--- config.mk ---
export PLATFORM = sky130hd
export DESIGN_NAME = srcu_core
export DESIGN_NICKNAME = d
export VERILOG_FILES = /design/src/design/srcu_pkg.sv /design/src/design/srcu_pin_sync.sv /design/src/design/srcu_reg_update.sv /design/src/design/srcu_core.sv
export SDC_FILE = /design/constraint.sdc
export NUM_CORES = 1
export LEC_CHECK = 0
export ABC_CLOCK_PERIOD_IN_PS = 6800
export BUFFER_PORTS_ARGS = -buffer_cell sky130_fd_sc_hd__buf_2
export CORE_MARGIN = 2
export CORE_UTILIZATION = 45
export CTS_CLUSTER_DIAMETER = 80
export CTS_CLUSTER_SIZE = 12
export DETAILED_ROUTE_END_ITERATION = 10
export SYNTH_ARGS = -nofsm -noshare
export SYNTH_HDL_FRONTEND = slang
export SYNTH_SLANG_ARGS = --single-unit
export TNS_END_PERCENT = 5
--- constraint.sdc ---
create_clock -name mclk -period 6.8 [get_ports mclk]
set_input_delay 0.34 -clock mclk [delete_from_list [all_inputs] [get_ports mclk]]
set_output_delay 0.34 -clock mclk [all_outputs]
set_load 0.02 [all_outputs]
--- src/design/srcu_pkg.sv ---
// Purpose: Shared constants and types of the serial register command unit
// Assumes: 24-bit frames, opcode in the top five bits
// Notes:   All register resets are zero
package srcu_pkg;

  // Frame layout
  localparam int unsigned FRAME_BITS = 24;
  localparam logic [4:0]  CNT_FULL   = 5'h18;
  localparam logic [4:0]  CNT_SAT    = 5'h1F;
  localparam int unsigned OP_HI      = 23;
  localparam int unsigned OP_LO      = 19;
  localparam int unsigned AD_HI      = 18;
  localparam int unsigned AD_LO      = 8;
  localparam int unsigned DT_HI      = 7;

  // Opcodes
  localparam logic [4:0] idle_command      = 5'h00;
  localparam logic [4:0] write_command     = 5'h01;
  localparam logic [4:0] read_command      = 5'h02;
  localparam logic [4:0] bit_set_command   = 5'h03;
  localparam logic [4:0] bit_clear_command = 5'h04;

  // Register addresses
  localparam logic [10:0] A_UNLOCK = 11'h000;
  localparam logic [10:0] A_PD     = 11'h004;
  localparam logic [10:0] A_INPROT = 11'h008;
  localparam logic [10:0] A_OUTPRO = 11'h00C;
  localparam logic [10:0] A_OUTRAT = 11'h00D;
  localparam logic [10:0] A_OUTRSV = 11'h00E;
  localparam logic [10:0] A_STSPIN = 11'h00F;
  localparam logic [10:0] A_WORD   = 11'h010;
  localparam logic [10:0] A_PARITY = 11'h011;

  // Storage indices
  localparam int unsigned NREG     = 9;
  localparam logic [3:0]  I_UNLOCK = 4'h0;
  localparam logic [3:0]  I_PD     = 4'h1;
  localparam logic [3:0]  I_INPROT = 4'h2;

  // Writable bits per index, reserved bits stay zero
  localparam logic [NREG-1:0][7:0] REG_MASK = {8'hFF, 8'hFF, 8'h01, 8'h00,
                                               8'h01, 8'h77, 8'h03, 8'h1E, 8'hFF};
  localparam logic [7:0] REG_RESET  = 8'h00;
  localparam logic [7:0] UNLOCK_KEY = 8'hAA;

  // Power-down field positions
  localparam int unsigned BIT_HALF_REF = 4;
  localparam int unsigned BIT_CORE     = 1;

  typedef struct packed {
    logic half_ref_buffer_off;
    logic reference_off;
    logic ref_buffer_off;
    logic converter_core_off;
  } srcu_pd_t;

  typedef enum logic [1:0] {
    st_idle  = 2'h1,
    st_frame = 2'h2
  } srcu_state_t;

  typedef struct packed {
    logic f1;
    logic f2;
    logic f3;
    logic lvl;
  } srcu_sync_t;

  typedef struct packed {
    srcu_state_t           st;
    logic [4:0]            cnt;
    logic [FRAME_BITS-1:0] sh;
    logic [1:0]            mode;
    logic [7:0]            osh;
    logic                  sdo;
    logic                  cs_prev;
    logic                  sclk_prev;
    logic [NREG-1:0][7:0]  regs;
    srcu_pd_t              pd;
  } srcu_core_t;

  // Address decode: {hit, index}
  function automatic logic [4:0] addr_to_idx(input logic [10:0] a);
    logic [4:0] r;
    r = 5'h00;
    case (a)
      A_UNLOCK: r = 5'h10;
      A_PD:     r = 5'h11;
      A_INPROT: r = 5'h12;
      A_OUTPRO: r = 5'h13;
      A_OUTRAT: r = 5'h14;
      A_OUTRSV: r = 5'h15;
      A_STSPIN: r = 5'h16;
      A_WORD:   r = 5'h17;
      A_PARITY: r = 5'h18;
      default:  r = 5'h00;
    endcase
    return r;
  endfunction : addr_to_idx

endpackage : srcu_pkg

--- src/design/srcu_pin_sync.sv ---
// Purpose: Three-stage synchroniser with agreement filter for one pin
// Assumes: Pin is asynchronous to mclk
// Notes:   Level moves only when stages two and three agree
`timescale 1ns/1ps
module srcu_pin_sync #(
  parameter logic RST_LVL = 1'b0
) (
  // Clock and control
  input  wire logic mclk,
  input  wire logic rst_n,
  input  wire logic ce,
  // Pin and filtered level
  input  wire logic pin,
  output logic      lvl
);

  srcu_pkg::srcu_sync_t q_q;
  srcu_pkg::srcu_sync_t q_d;

  // First stage feeds only the second
  always_comb begin
    q_d     = q_q;
    q_d.f1  = pin;
    q_d.f2  = q_q.f1;
    q_d.f3  = q_q.f2;
    q_d.lvl = (q_q.f2 == q_q.f3) ? q_q.f3 : q_q.lvl;
  end

  // Registered copy
  always_ff @(posedge mclk) begin
    if (!rst_n) begin
      q_q <= '{f1: RST_LVL, f2: RST_LVL, f3: RST_LVL, lvl: RST_LVL};
    end else if (ce) begin
      q_q <= q_d;
    end
  end

  assign lvl = q_q.lvl;

endmodule : srcu_pin_sync

--- src/design/srcu_reg_update.sv ---
// Purpose: New value of one register under a modify command
// Assumes: Caller gates en with decode and unlock checks
// Notes:   Reserved bits forced to zero by mask
`timescale 1ns/1ps
module srcu_reg_update (
  // Command
  input  wire logic [4:0] op,
  input  wire logic       en,
  // Data
  input  wire logic [7:0] cur,
  input  wire logic [7:0] pay,
  input  wire logic [7:0] mask,
  // Result
  output logic [7:0]      nxt,
  output logic            wr
);

  // Merge payload into current value
  always_comb begin
    nxt = cur;
    wr  = 1'b0;
    case (op)
      srcu_pkg::write_command: begin
        nxt = pay & mask;
        wr  = en;
      end
      srcu_pkg::bit_set_command: begin
        nxt = (cur | pay) & mask;
        wr  = en;
      end
      srcu_pkg::bit_clear_command: begin
        nxt = cur & ~pay & mask;
        wr  = en;
      end
      default: begin
        nxt = cur;
        wr  = 1'b0;
      end
    endcase
  end

endmodule : srcu_reg_update

--- src/design/srcu_core.sv ---
// Purpose: Serial command decoder and configuration register file
// Assumes: Serial pins asynchronous, sclk well below mclk/8
// Notes:   Commands act when chip-select rises after 24 clocks
`timescale 1ns/1ps
module srcu_core (
  // Clock, reset, freeze
  input  wire logic           mclk,
  input  wire logic           rst_n,
  input  wire logic           ce,
  // Serial port
  input  wire logic           sclk,
  input  wire logic           cs_n,
  input  wire logic           sdi,
  output logic                sdo,
  // Power-down controls to analog
  output srcu_pkg::srcu_pd_t  pd,
  // Protocol select for the read path
  output logic [1:0]          proto_mode
);

  srcu_pkg::srcu_core_t q_q;
  srcu_pkg::srcu_core_t q_d;

  logic       sclk_lvl;
  logic       cs_lvl;
  logic       sdi_lvl;
  logic       cs_rise;
  logic       cs_fall;
  logic       sclk_r;
  logic       sclk_f;
  logic       cap;
  logic       lnch;
  logic       frame_ok;
  logic       take;
  logic [4:0] op;
  logic [7:0] pay;
  logic [4:0] dec;
  logic       hit;
  logic [3:0] idx;
  logic       wr_ok;
  logic [7:0] rd_val;
  logic [7:0] upd_val;
  logic       upd_wr;

  // Pins cross into mclk; chip-select idles high
  srcu_pin_sync #(.RST_LVL(1'b0)) u_sync_sclk (
    .mclk  (mclk),
    .rst_n (rst_n),
    .ce    (ce),
    .pin   (sclk),
    .lvl   (sclk_lvl)
  );

  srcu_pin_sync #(.RST_LVL(1'b1)) u_sync_cs (
    .mclk  (mclk),
    .rst_n (rst_n),
    .ce    (ce),
    .pin   (cs_n),
    .lvl   (cs_lvl)
  );

  srcu_pin_sync #(.RST_LVL(1'b0)) u_sync_sdi (
    .mclk  (mclk),
    .rst_n (rst_n),
    .ce    (ce),
    .pin   (sdi),
    .lvl   (sdi_lvl)
  );

  // Edges of the filtered pins
  assign cs_rise = ~q_q.cs_prev & cs_lvl;
  assign cs_fall = q_q.cs_prev & ~cs_lvl;
  assign sclk_r  = ~q_q.sclk_prev & sclk_lvl;
  assign sclk_f  = q_q.sclk_prev & ~sclk_lvl;

  // Modes 0 and 3 capture on rising, 1 and 2 on falling
  assign cap  = (q_q.mode[1] == q_q.mode[0]) ? sclk_r : sclk_f;
  assign lnch = (q_q.mode[1] == q_q.mode[0]) ? sclk_f : sclk_r;

  // Short or long frames are dropped whole
  assign frame_ok = (q_q.cnt == srcu_pkg::CNT_FULL);
  assign take     = ce & (q_q.st == srcu_pkg::st_frame) & cs_rise & frame_ok;

  // Field split of the received word
  assign op  = q_q.sh[srcu_pkg::OP_HI:srcu_pkg::OP_LO];
  assign pay = q_q.sh[srcu_pkg::DT_HI:0];
  assign dec = srcu_pkg::addr_to_idx(q_q.sh[srcu_pkg::AD_HI:srcu_pkg::AD_LO]);
  assign hit = dec[4];
  assign idx = dec[3:0];

  // Unlock register itself is always writable
  assign wr_ok = (idx == srcu_pkg::I_UNLOCK) ||
                 (q_q.regs[srcu_pkg::I_UNLOCK] == srcu_pkg::UNLOCK_KEY);

  // Unmapped addresses read as zero
  assign rd_val = hit ? q_q.regs[idx] : 8'h00;

  srcu_reg_update u_update (
    .op   (op),
    .en   (hit & wr_ok),
    .cur  (q_q.regs[idx]),
    .pay  (pay),
    .mask (srcu_pkg::REG_MASK[idx]),
    .nxt  (upd_val),
    .wr   (upd_wr)
  );

  // Next-state of the whole block
  always_comb begin
    q_d           = q_q;
    q_d.cs_prev   = cs_lvl;
    q_d.sclk_prev = sclk_lvl;
    case (q_q.st)
      srcu_pkg::st_idle: begin
        if (cs_fall) begin
          q_d.st   = srcu_pkg::st_frame;
          q_d.cnt  = 5'h00;
          // Protocol sampled only at frame start
          q_d.mode = q_q.regs[srcu_pkg::I_INPROT][1:0];
          // Phase 0 puts the first bit out at the falling chip-select
          if (!q_d.mode[0]) begin
            q_d.sdo = q_q.osh[7];
            q_d.osh = {q_q.osh[6:0], 1'b0};
          end
        end
      end
      srcu_pkg::st_frame: begin
        if (cs_rise) begin
          q_d.st  = srcu_pkg::st_idle;
          q_d.sdo = 1'b0;
          q_d.osh = 8'h00;
          if (frame_ok) begin
            if (upd_wr) begin
              q_d.regs[idx] = upd_val;
            end
            if (op == srcu_pkg::read_command) begin
              q_d.osh = rd_val;
            end
          end
          // Power controls follow the register only at this edge
          q_d.pd = srcu_pkg::srcu_pd_t'(
            q_d.regs[srcu_pkg::I_PD][srcu_pkg::BIT_HALF_REF:srcu_pkg::BIT_CORE]);
        end else begin
          if (cap) begin
            q_d.sh = {q_q.sh[srcu_pkg::FRAME_BITS-2:0], sdi_lvl};
            if (q_q.cnt != srcu_pkg::CNT_SAT) begin
              q_d.cnt = 5'(q_q.cnt + 5'h01);
            end
          end
          if (lnch) begin
            q_d.sdo = q_q.osh[7];
            q_d.osh = {q_q.osh[6:0], 1'b0};
          end
        end
      end
      default: begin
        q_d.st = srcu_pkg::st_idle;
      end
    endcase
  end

  // Registered copy, frozen while ce is low
  always_ff @(posedge mclk) begin
    if (!rst_n) begin
      q_q         <= '0;
      q_q.st      <= srcu_pkg::st_idle;
      q_q.cs_prev <= 1'b1;
    end else if (ce) begin
      q_q <= q_d;
    end
  end

  // Outputs come straight from flops
  assign sdo        = q_q.sdo;
  assign pd         = q_q.pd;
  assign proto_mode = q_q.mode;

  // Checks on command effects
  logic [7:0] pay_m;
  logic       is_mod;
  logic       frame_end;
  assign pay_m  = pay & srcu_pkg::REG_MASK[idx];
  assign is_mod = (op == srcu_pkg::write_command) || (op == srcu_pkg::bit_set_command) ||
                  (op == srcu_pkg::bit_clear_command);
  // Any seen chip-select rise closes the frame, whatever its length
  assign frame_end = ce & cs_rise & (q_q.st == srcu_pkg::st_frame);

  nop_keeps_regs_a: assert property (@(posedge mclk) disable iff (!rst_n)
    take && !is_mod |=> $stable(q_q.regs))
    else $error("idle or reserved opcode changed a register");

  write_stores_a: assert property (@(posedge mclk) disable iff (!rst_n)
    take && op == srcu_pkg::write_command && hit && wr_ok
    |=> q_q.regs[$past(idx)] == $past(pay_m))
    else $error("write did not store payload");

  set_bits_a: assert property (@(posedge mclk) disable iff (!rst_n)
    take && op == srcu_pkg::bit_set_command && hit && wr_ok
    |=> ((q_q.regs[$past(idx)] & $past(pay_m)) == $past(pay_m)) &&
        ((q_q.regs[$past(idx)] & ~$past(pay)) == $past(rd_val & ~pay)))
    else $error("bit set wrong");

  clear_bits_a: assert property (@(posedge mclk) disable iff (!rst_n)
    take && op == srcu_pkg::bit_clear_command && hit && wr_ok
    |=> ((q_q.regs[$past(idx)] & $past(pay)) == 8'h00) &&
        ((q_q.regs[$past(idx)] & ~$past(pay)) == $past(rd_val & ~pay)))
    else $error("bit clear wrong");

  locked_write_a: assert property (@(posedge mclk) disable iff (!rst_n)
    take && is_mod && hit && !wr_ok |=> $stable(q_q.regs))
    else $error("locked register was modified");

  read_load_a: assert property (@(posedge mclk) disable iff (!rst_n)
    take && op == srcu_pkg::read_command |=> q_q.osh == $past(rd_val))
    else $error("read data not loaded at frame end");

  read_first_bit_a: assert property (@(posedge mclk) disable iff (!rst_n)
    ce && q_q.st == srcu_pkg::st_idle && cs_fall &&
    !q_q.regs[srcu_pkg::I_INPROT][0] |=> sdo == $past(q_q.osh[7]))
    else $error("first read bit not driven at frame start");

  pd_at_cs_a: assert property (@(posedge mclk) disable iff (!rst_n)
    $changed(q_q.pd) |-> $past(ce && cs_rise && q_q.st == srcu_pkg::st_frame))
    else $error("power control moved outside chip-select rise");

  pd_rsvd_zero_a: assert property (@(posedge mclk) disable iff (!rst_n)
    (q_q.regs[srcu_pkg::I_PD] & ~srcu_pkg::REG_MASK[srcu_pkg::I_PD]) == 8'h00)
    else $error("reserved power bits not zero");

  capture_count_a: assert property (@(posedge mclk) disable iff (!rst_n)
    ce && q_q.st == srcu_pkg::st_frame && !cs_rise && cap &&
    q_q.cnt != srcu_pkg::CNT_SAT |=> q_q.cnt == 5'($past(q_q.cnt) + 5'h01))
    else $error("bit count did not follow capture edge");

  mode_hold_a: assert property (@(posedge mclk) disable iff (!rst_n)
    q_q.st == srcu_pkg::st_frame && $past(q_q.st) == srcu_pkg::st_frame
    |-> $stable(q_q.mode))
    else $error("protocol changed inside a frame");

  // Registers and power controls hold inside a frame; the command waits for chip-select to rise
  quiet_in_frame_a: assert property (@(posedge mclk) disable iff (!rst_n)
    ce && q_q.st == srcu_pkg::st_frame && !cs_rise
    |=> $stable(q_q.regs) && $stable(q_q.pd))
    else $error("register or power control moved inside a frame");

  pd_follows_reg_a: assert property (@(posedge mclk) disable iff (!rst_n)
    frame_end |=> q_q.pd == srcu_pkg::srcu_pd_t'(
      q_q.regs[srcu_pkg::I_PD][srcu_pkg::BIT_HALF_REF:srcu_pkg::BIT_CORE]))
    else $error("power controls differ from the power register");

  // Short and long frames leave the registers alone
  short_frame_drop_a: assert property (@(posedge mclk) disable iff (!rst_n)
    frame_end && !frame_ok
    |=> $stable(q_q.regs))
    else $error("frame of wrong length changed a register");

  // Only a read command leaves data for the next frame
  osh_clear_a: assert property (@(posedge mclk) disable iff (!rst_n)
    frame_end && !(frame_ok && op == srcu_pkg::read_command)
    |=> q_q.osh == 8'h00)
    else $error("stale read data left after frame");

  frame_end_sdo_a: assert property (@(posedge mclk) disable iff (!rst_n)
    frame_end |=> sdo == 1'b0)
    else $error("serial output not low after frame");

  // Unmapped places must not leak a mapped register
  unmapped_read_a: assert property (@(posedge mclk) disable iff (!rst_n)
    take && op == srcu_pkg::read_command && !hit
    |=> q_q.osh == 8'h00)
    else $error("unmapped read gave nonzero data");

  locked_pd_a: assert property (@(posedge mclk) disable iff (!rst_n)
    take && is_mod && hit && idx == srcu_pkg::I_PD &&
    q_q.regs[srcu_pkg::I_UNLOCK] != srcu_pkg::UNLOCK_KEY
    |=> $stable(q_q.regs[srcu_pkg::I_PD]))
    else $error("power register modified while locked");

  // A protocol write applies from the next frame only
  mode_latch_a: assert property (@(posedge mclk) disable iff (!rst_n)
    ce && q_q.st == srcu_pkg::st_idle && cs_fall
    |=> q_q.mode == $past(q_q.regs[srcu_pkg::I_INPROT][1:0]))
    else $error("protocol not taken at frame start");

  // Count restarts so a cut frame cannot leak into the next
  frame_start_a: assert property (@(posedge mclk) disable iff (!rst_n)
    ce && q_q.st == srcu_pkg::st_idle && cs_fall
    |=> q_q.st == srcu_pkg::st_frame && q_q.cnt == 5'h00)
    else $error("frame start did not clear the bit count");

  // Capture edge shifts exactly the filtered data level
  shift_capture_a: assert property (@(posedge mclk) disable iff (!rst_n)
    ce && q_q.st == srcu_pkg::st_frame && !cs_rise && cap
    |=> q_q.sh[0] == $past(sdi_lvl))
    else $error("captured bit differs from data pin");

  sdo_launch_a: assert property (@(posedge mclk) disable iff (!rst_n)
    ce && q_q.st == srcu_pkg::st_frame && !cs_rise && lnch
    |=> sdo == $past(q_q.osh[7]))
    else $error("launch edge did not move the output bit");

  // Low clock enable must hold every flop of the decoder
  ce_freeze_a: assert property (@(posedge mclk) disable iff (!rst_n)
    !ce |=> $stable(q_q))
    else $error("state moved while clock enable was low");

  // Main scenarios
  write_seen_c: cover property (@(posedge mclk) disable iff (!rst_n)
    take && op == srcu_pkg::write_command && hit && wr_ok);
  read_seen_c: cover property (@(posedge mclk) disable iff (!rst_n)
    take && op == srcu_pkg::read_command);
  set_seen_c: cover property (@(posedge mclk) disable iff (!rst_n)
    take && op == srcu_pkg::bit_set_command && hit && wr_ok);
  core_off_c: cover property (@(posedge mclk) disable iff (!rst_n)
    $rose(q_q.pd.converter_core_off));
  clear_seen_c: cover property (@(posedge mclk) disable iff (!rst_n)
    take && op == srcu_pkg::bit_clear_command && hit && wr_ok);

endmodule : srcu_core

---- Word-level counts from Yosys, hierarchy flattened ----
Memory sizes are Yosys's and may differ from the RTL's. A register that Yosys moved wholly into a read port is not among the register bits.
Index checks and enable logic that the tools add are counted.
storage, ports and cells
  bits in registers ....................... 132
  ROM bits ................................ 288
  output and inout bits ................... 7
  logic and storage cells ................. 121
  memories ................................ 2
memory list
  memory           depth  width  read ports  clocked after memory_dff  wr ports  RTL line          text
  (no name shown)  32     5      1           1                         0         srcu_pkg.sv:86    case (a)
  (no name shown)  16     8      1           0                         0         srcu_core.sv:182  assign pay_m = pay & srcu_pkg::REG_MASK[idx];
operators by class
  add/subtract/negate cells ............... 1
  order comparisons ....................... 2
  equality and inequality tests ........... 20
  muxes and demuxes ....................... 30
  bitwise operators ....................... 16
  reductions and logical operators ........ 16
operators with widths
  operator             number
  $bwmux 72            1
  $mux 29              2
  $mux 8               6
  $mux 9               4
  $and 8x8->8          4
  $bmux 8 s4           1
  $demux 8 s4          1
  $mux 13              2
  $pmux 8 s3           1
  $mux 5               4
  $pmux 9 s2           1
  $eq 5x2->1 const B   2
  $ne 2x2->1 const B   5
  $pmux 5 s2           1
  $reduce_and 5->1     2
  $reduce_and 3->1     3
  $eq 8x8->1 const B   1
  $not 8->8            1
  $or 8x8->8           1
  $mux 7               1
  $logic_not 6->1      1
  $reduce_and 2->1     3
  $reduce_and 6->1     1
  $add 5x1->5 const B  1
  other kinds (22)     35

---- Depth between registers and ports, before layout ----
  word-level depth ........................ 10
  depth in mapped cells ................... 12

---- By module ----
A second synthesis with hierarchy kept.
second synthesis, totals
  cells, all modules ...................... 764
  area total of the unflattened synthesis .. 6776.5 µm²
by module, submodules not included
  module                           instances  cells each  area each (µm²)
  srcu_core                        1          666         5958.2
  srcu_pin_sync (u_sync_sclk ...)  2          17          172.7
  srcu_reg_update                  1          49          325.3
  srcu_pin_sync (u_sync_cs)        1          15          147.6

---- Worst setup path before layout ----
No wires, ideal clock.
  path kind ............................... flip-flop to flip-flop
  from .................................... register q_q, in the netlist proto_mode[1]
  to ...................................... register with a tool-made name
  arrival time ............................ 2.286 ns
  required time ........................... 6.677 ns
  slack ................................... 4.391 ns
  stages on the path, launching flop included .. 12
  clock period less this slack ............ 2.409 ns
  cells stage by stage .................... dfxtp_1 xor2_1 mux2_2 or2_2 clkbuf_1 mux2i_1 nor2_1 inv_1 ha_1 a41oi_1 o21a_1 o21ai_0
RTL lines
  element                 RTL line          text
  start, declared         srcu_core.sv:21   srcu_pkg::srcu_core_t q_q;
  start signal, assigned  srcu_core.sv:169  q_q <= q_d;

---- Final worst setup path ----
  from .................................... register q_q[103] (netlist name)
  to ...................................... register q_q[48] (netlist name)
on the way
  cells in the longest elaborated chain, start to end .. 8
  elaborated cells on any way between the ends .. 23
  classes of those cells .................. order compare (2); mux (9); bitwise (6); reduce/logical (5); memory (1)
ends and longest elaborated chain
  element                                    RTL line                                      text
  $logic_not 6->1 (*)                        srcu_pkg.sv:86
  $mux 5 (*)                                 srcu_pkg.sv:86
  $bmux 8 s4                                 srcu_core.sv:101                              .cur (q_q.regs[idx]),
  $mux 8 (not written as such)               srcu_core.sv:101
  $and 8x8->8 or $or 8x8->8 (tied branches)  srcu_reg_update.sv:32, srcu_reg_update.sv:28
  $and 8x8->8, on equally long branches      srcu_reg_update.sv:32, srcu_reg_update.sv:28
  $pmux 8 s3                                 srcu_reg_update.sv:22                         case (op)
  $bwmux 72                                  srcu_core.sv:134                              q_d.regs[idx] = upd_val;
Every way passes the cells marked *; elsewhere a longest branch is shown, timed or not. The select of a mux whose other input is x is not followed.
A chain may end at the register's enable or synchronous reset.

==> flow_summary.yaml <==
setup_path:
  path_max_fanout: 14
  endpoint_kind: "register"
  path_class: "reg -> reg"
  cp_cell_sequence: "nor4_2, nand3_1, nor4_2, nand3_1, nor3_1, nor3_1"
  crit_family: "simple AND/OR/NAND/NOR gates"
  cpPeakStageDelay_ns: 0.96
  cp-start-kind: "register"
  worst-path-buf-inv: 0
  crit_path_top_delay_cell: "nor4_2"
  cp.arrival_ns: 3.82
  cp_data_required_time_ns: 7.08
yosys:
  ys_seq_area_frac: 0.4073
  avgSynthCellArea_um2: 8.265
  synth.distinct_cells: 77
  synth_top_flop_cell: "dfxtp_1"
  synth_edf_count: 0
  synth_top_area_share: 0.4073
  async_reset_ff_frac: 0
  yosys-top-cells-count: "133 x dfxtp_1, 82 x nand2_1, 76 x o21ai_0"
  ys_ff_latch: 133
  synth_area_leaders: "dfxtp_1 41%, o21ai_0 5.8%, nand3_1 5.7%"
  yosysTopAreaCell: "dfxtp_1"
  synthesis.area_um2: 6538
  synthesis.nets: 806
  yosys_warnings: 0
  syn_inst: 791
  yosysMostFrequentCell: "dfxtp_1"
floorplan:
  die_y_um: 124.5
  dieArea_um2: 15510
  fp-row-count: 44
  pin_count: 13
  coreArea_um2: 14370
  start_util: 0.4550
  die_w_um: 124.5
cells_and_area:
  area_growth_pct: 8.612
  drive_above_1_share: 0.1017
  nNetsFinal: 783
  nFillCells: 1386
  diodes: 0
cts:
  cts_resized: 0
  clock_latency_ns: 0.42
  htreeDepth: 4
  cts_setup_buffers: 0
  cts_buffers: 17
  clock-sinks: 133
  root_buffer: "clkbuf_16"
  hold_buffers: 0
  ctsLongestPathBuffers: 2
  cts_tree: "yes"
  cts.clk_slew.worst_paths_ns: 0.05
routing:
  postRouteAntennaNets: 0
  drt_iter0_drc: 442
  first_pass_iters: 5
  routedWlPerCell_um: 19.31
  vias: 5801
  drc: 0
  via_per_inst: 6.036
  totalWireLength_um: 18560
place:
  dp_hpwl_um: 12820
  place.gp.congestion: 0.9967
  portBuffers: 12
global_route:
  grt_pass1_wl_um: 29280
  grt-ovfl-total: 0
  track_usage: 0.2400
  grt_max_degree: 86
  grt_pass1_vias: 5516
  antenna_found_initial: 0
sta:
  hold_violations: 0
  finalHoldWorstSlack_ns: 0.1391
  clock.fmax_ghz: 0.2819
  finalCriticalPeriod_ns: 3.547
  setup_violations: 0
  fin_crit_sh: 0.5216
  skew_ns: 0.007283
  rsz0062_at_grt: "false"
  tns_ns: 0
  worst_pin_slew_ns: 1.106
  relSlewSlack: 0.2567
  slew_violations: 0
job:
  cap_violations: 0
power:
  vdd_drop_max_uv: 160.8
  finalPower_mw: 1.630
  p_per_area_nw_per_um2: 229.6
  power.leakage_nw: 2.464
hold_path:
  hold_path.class: "in -> reg"
run_status:
  outcome: "completed"
-- flip-flops by register name, summed over array words and instances (netlist names), 2 cells and up, named ones only --
register	count
op	5
pay	8
proto_mode	2
q_q	100
u_sync_cs.q_d	2
u_sync_sclk.q_d	2
u_sync_sdi.q_d	2
-- power breakdown --
part,switching (mW),internal (mW),total (mW)
clock network,0.322,0.500,0.822
logic,0.0196,0.00568,0.0253
registers,0.00124,0.782,0.783
-- placed cells by master, fill, tap and decap left out, drive strengths merged, types with 6 or more instances in the layout --
master	Yosys	routed
dfxtp	133	133
nand2	83	83
o21ai	78	78
nand3	77	77
a21oi	61	61
nor2	52	52
mux2i	31	31
nor3	27	27
clkbuf	31	22
buf	30	19
inv	15	15
nand2b	10	10
nor2b	10	10
and3	9	9
ha	9	9
mux2	8	8
a22oi	8	8
nand4	8	8
o211ai	8	8
a31oi	7	7
o31ai	7	7
xnor2	6	6
-- cell type report --
| cell class | count | area [µm²] | area share |
|---|---|---|---|
| Clock buffer | 22 | 454.2 | 0.06396 |
| Sequential cell | 133 | 2663 | 0.3750 |
| Multi-Input combinational cell | 582 | 3527 | 0.4967 |
| Clock inverter | 6 | 57.56 | 0.008106 |
| Timing Repair Buffer | 19 | 112.6 | 0.01586 |
| Inverter | 15 | 56.30 | 0.007930 |
| Tap cell | 184 | 230.2 | 0.03242 |
-- logic make-up after synthesis --
family	after synthesis	synth area share
AOI/OAI and AO/OA	206	0.1912
DFF	133	0.4073
buffers and inverters	76	0.05321
and+or+nand+nor	319	0.2557
muxes	40	0.06469
xor gates and xnor gates	8	0.01072
adders and majority gates	9	0.01723
-- worst min-delay path, cell delays in order --
cell,delay [ns]
buf_2,0.08
mux2i_1,0.05
nand2_1,0.06
-- worst paths after layout --
kind	from	slack (ns)	end	depth (start not counted)
worst max-delay path	q_q[103]$_SDFFE_PN0N_	3.25	q_q[48]$_SDFFE_PN0P_	6
worst min-delay path	cs_n	0.14	u_sync_cs.q_d[2]$_SDFFE_PN1P_	3
worst max register to register	q_q[103]$_SDFFE_PN0N_	3.25	q_q[48]$_SDFFE_PN0P_	6
worst min register to register	sdo$_SDFFE_PN0P_	0.46	sdo$_SDFFE_PN0P_	2
-- layer usage --
metal | wire (µm) | GRT usage | vias up | part of all wire
met5 | 0 | 0 | - | 0
met4 | 707 | 0.1190 | 0 | 0.038
met3 | 894 | 0.04854 | 53 | 0.048
met2 | 8853 | 0.3912 | 165 | 0.48
met1 | 8104 | 0.3028 | 2782 | 0.44
li1 | - | - | 2801 | -
-- stage by stage --
step,area [µm²],std cells,setup WS (ns),util
3_5_place_dp,6589,933,3.369,0.4586
5_1_grt,7101,961,2.999,0.4942
6_report,7101,961,3.253,0.4942
2_1_floorplan,6538,791,4.391,-
4_1_cts,7101,961,3.356,0.4942
3_3_place_gp,6589,933,3.492,0.4586
Note: power is estimated with default switching activity, not from simulation.
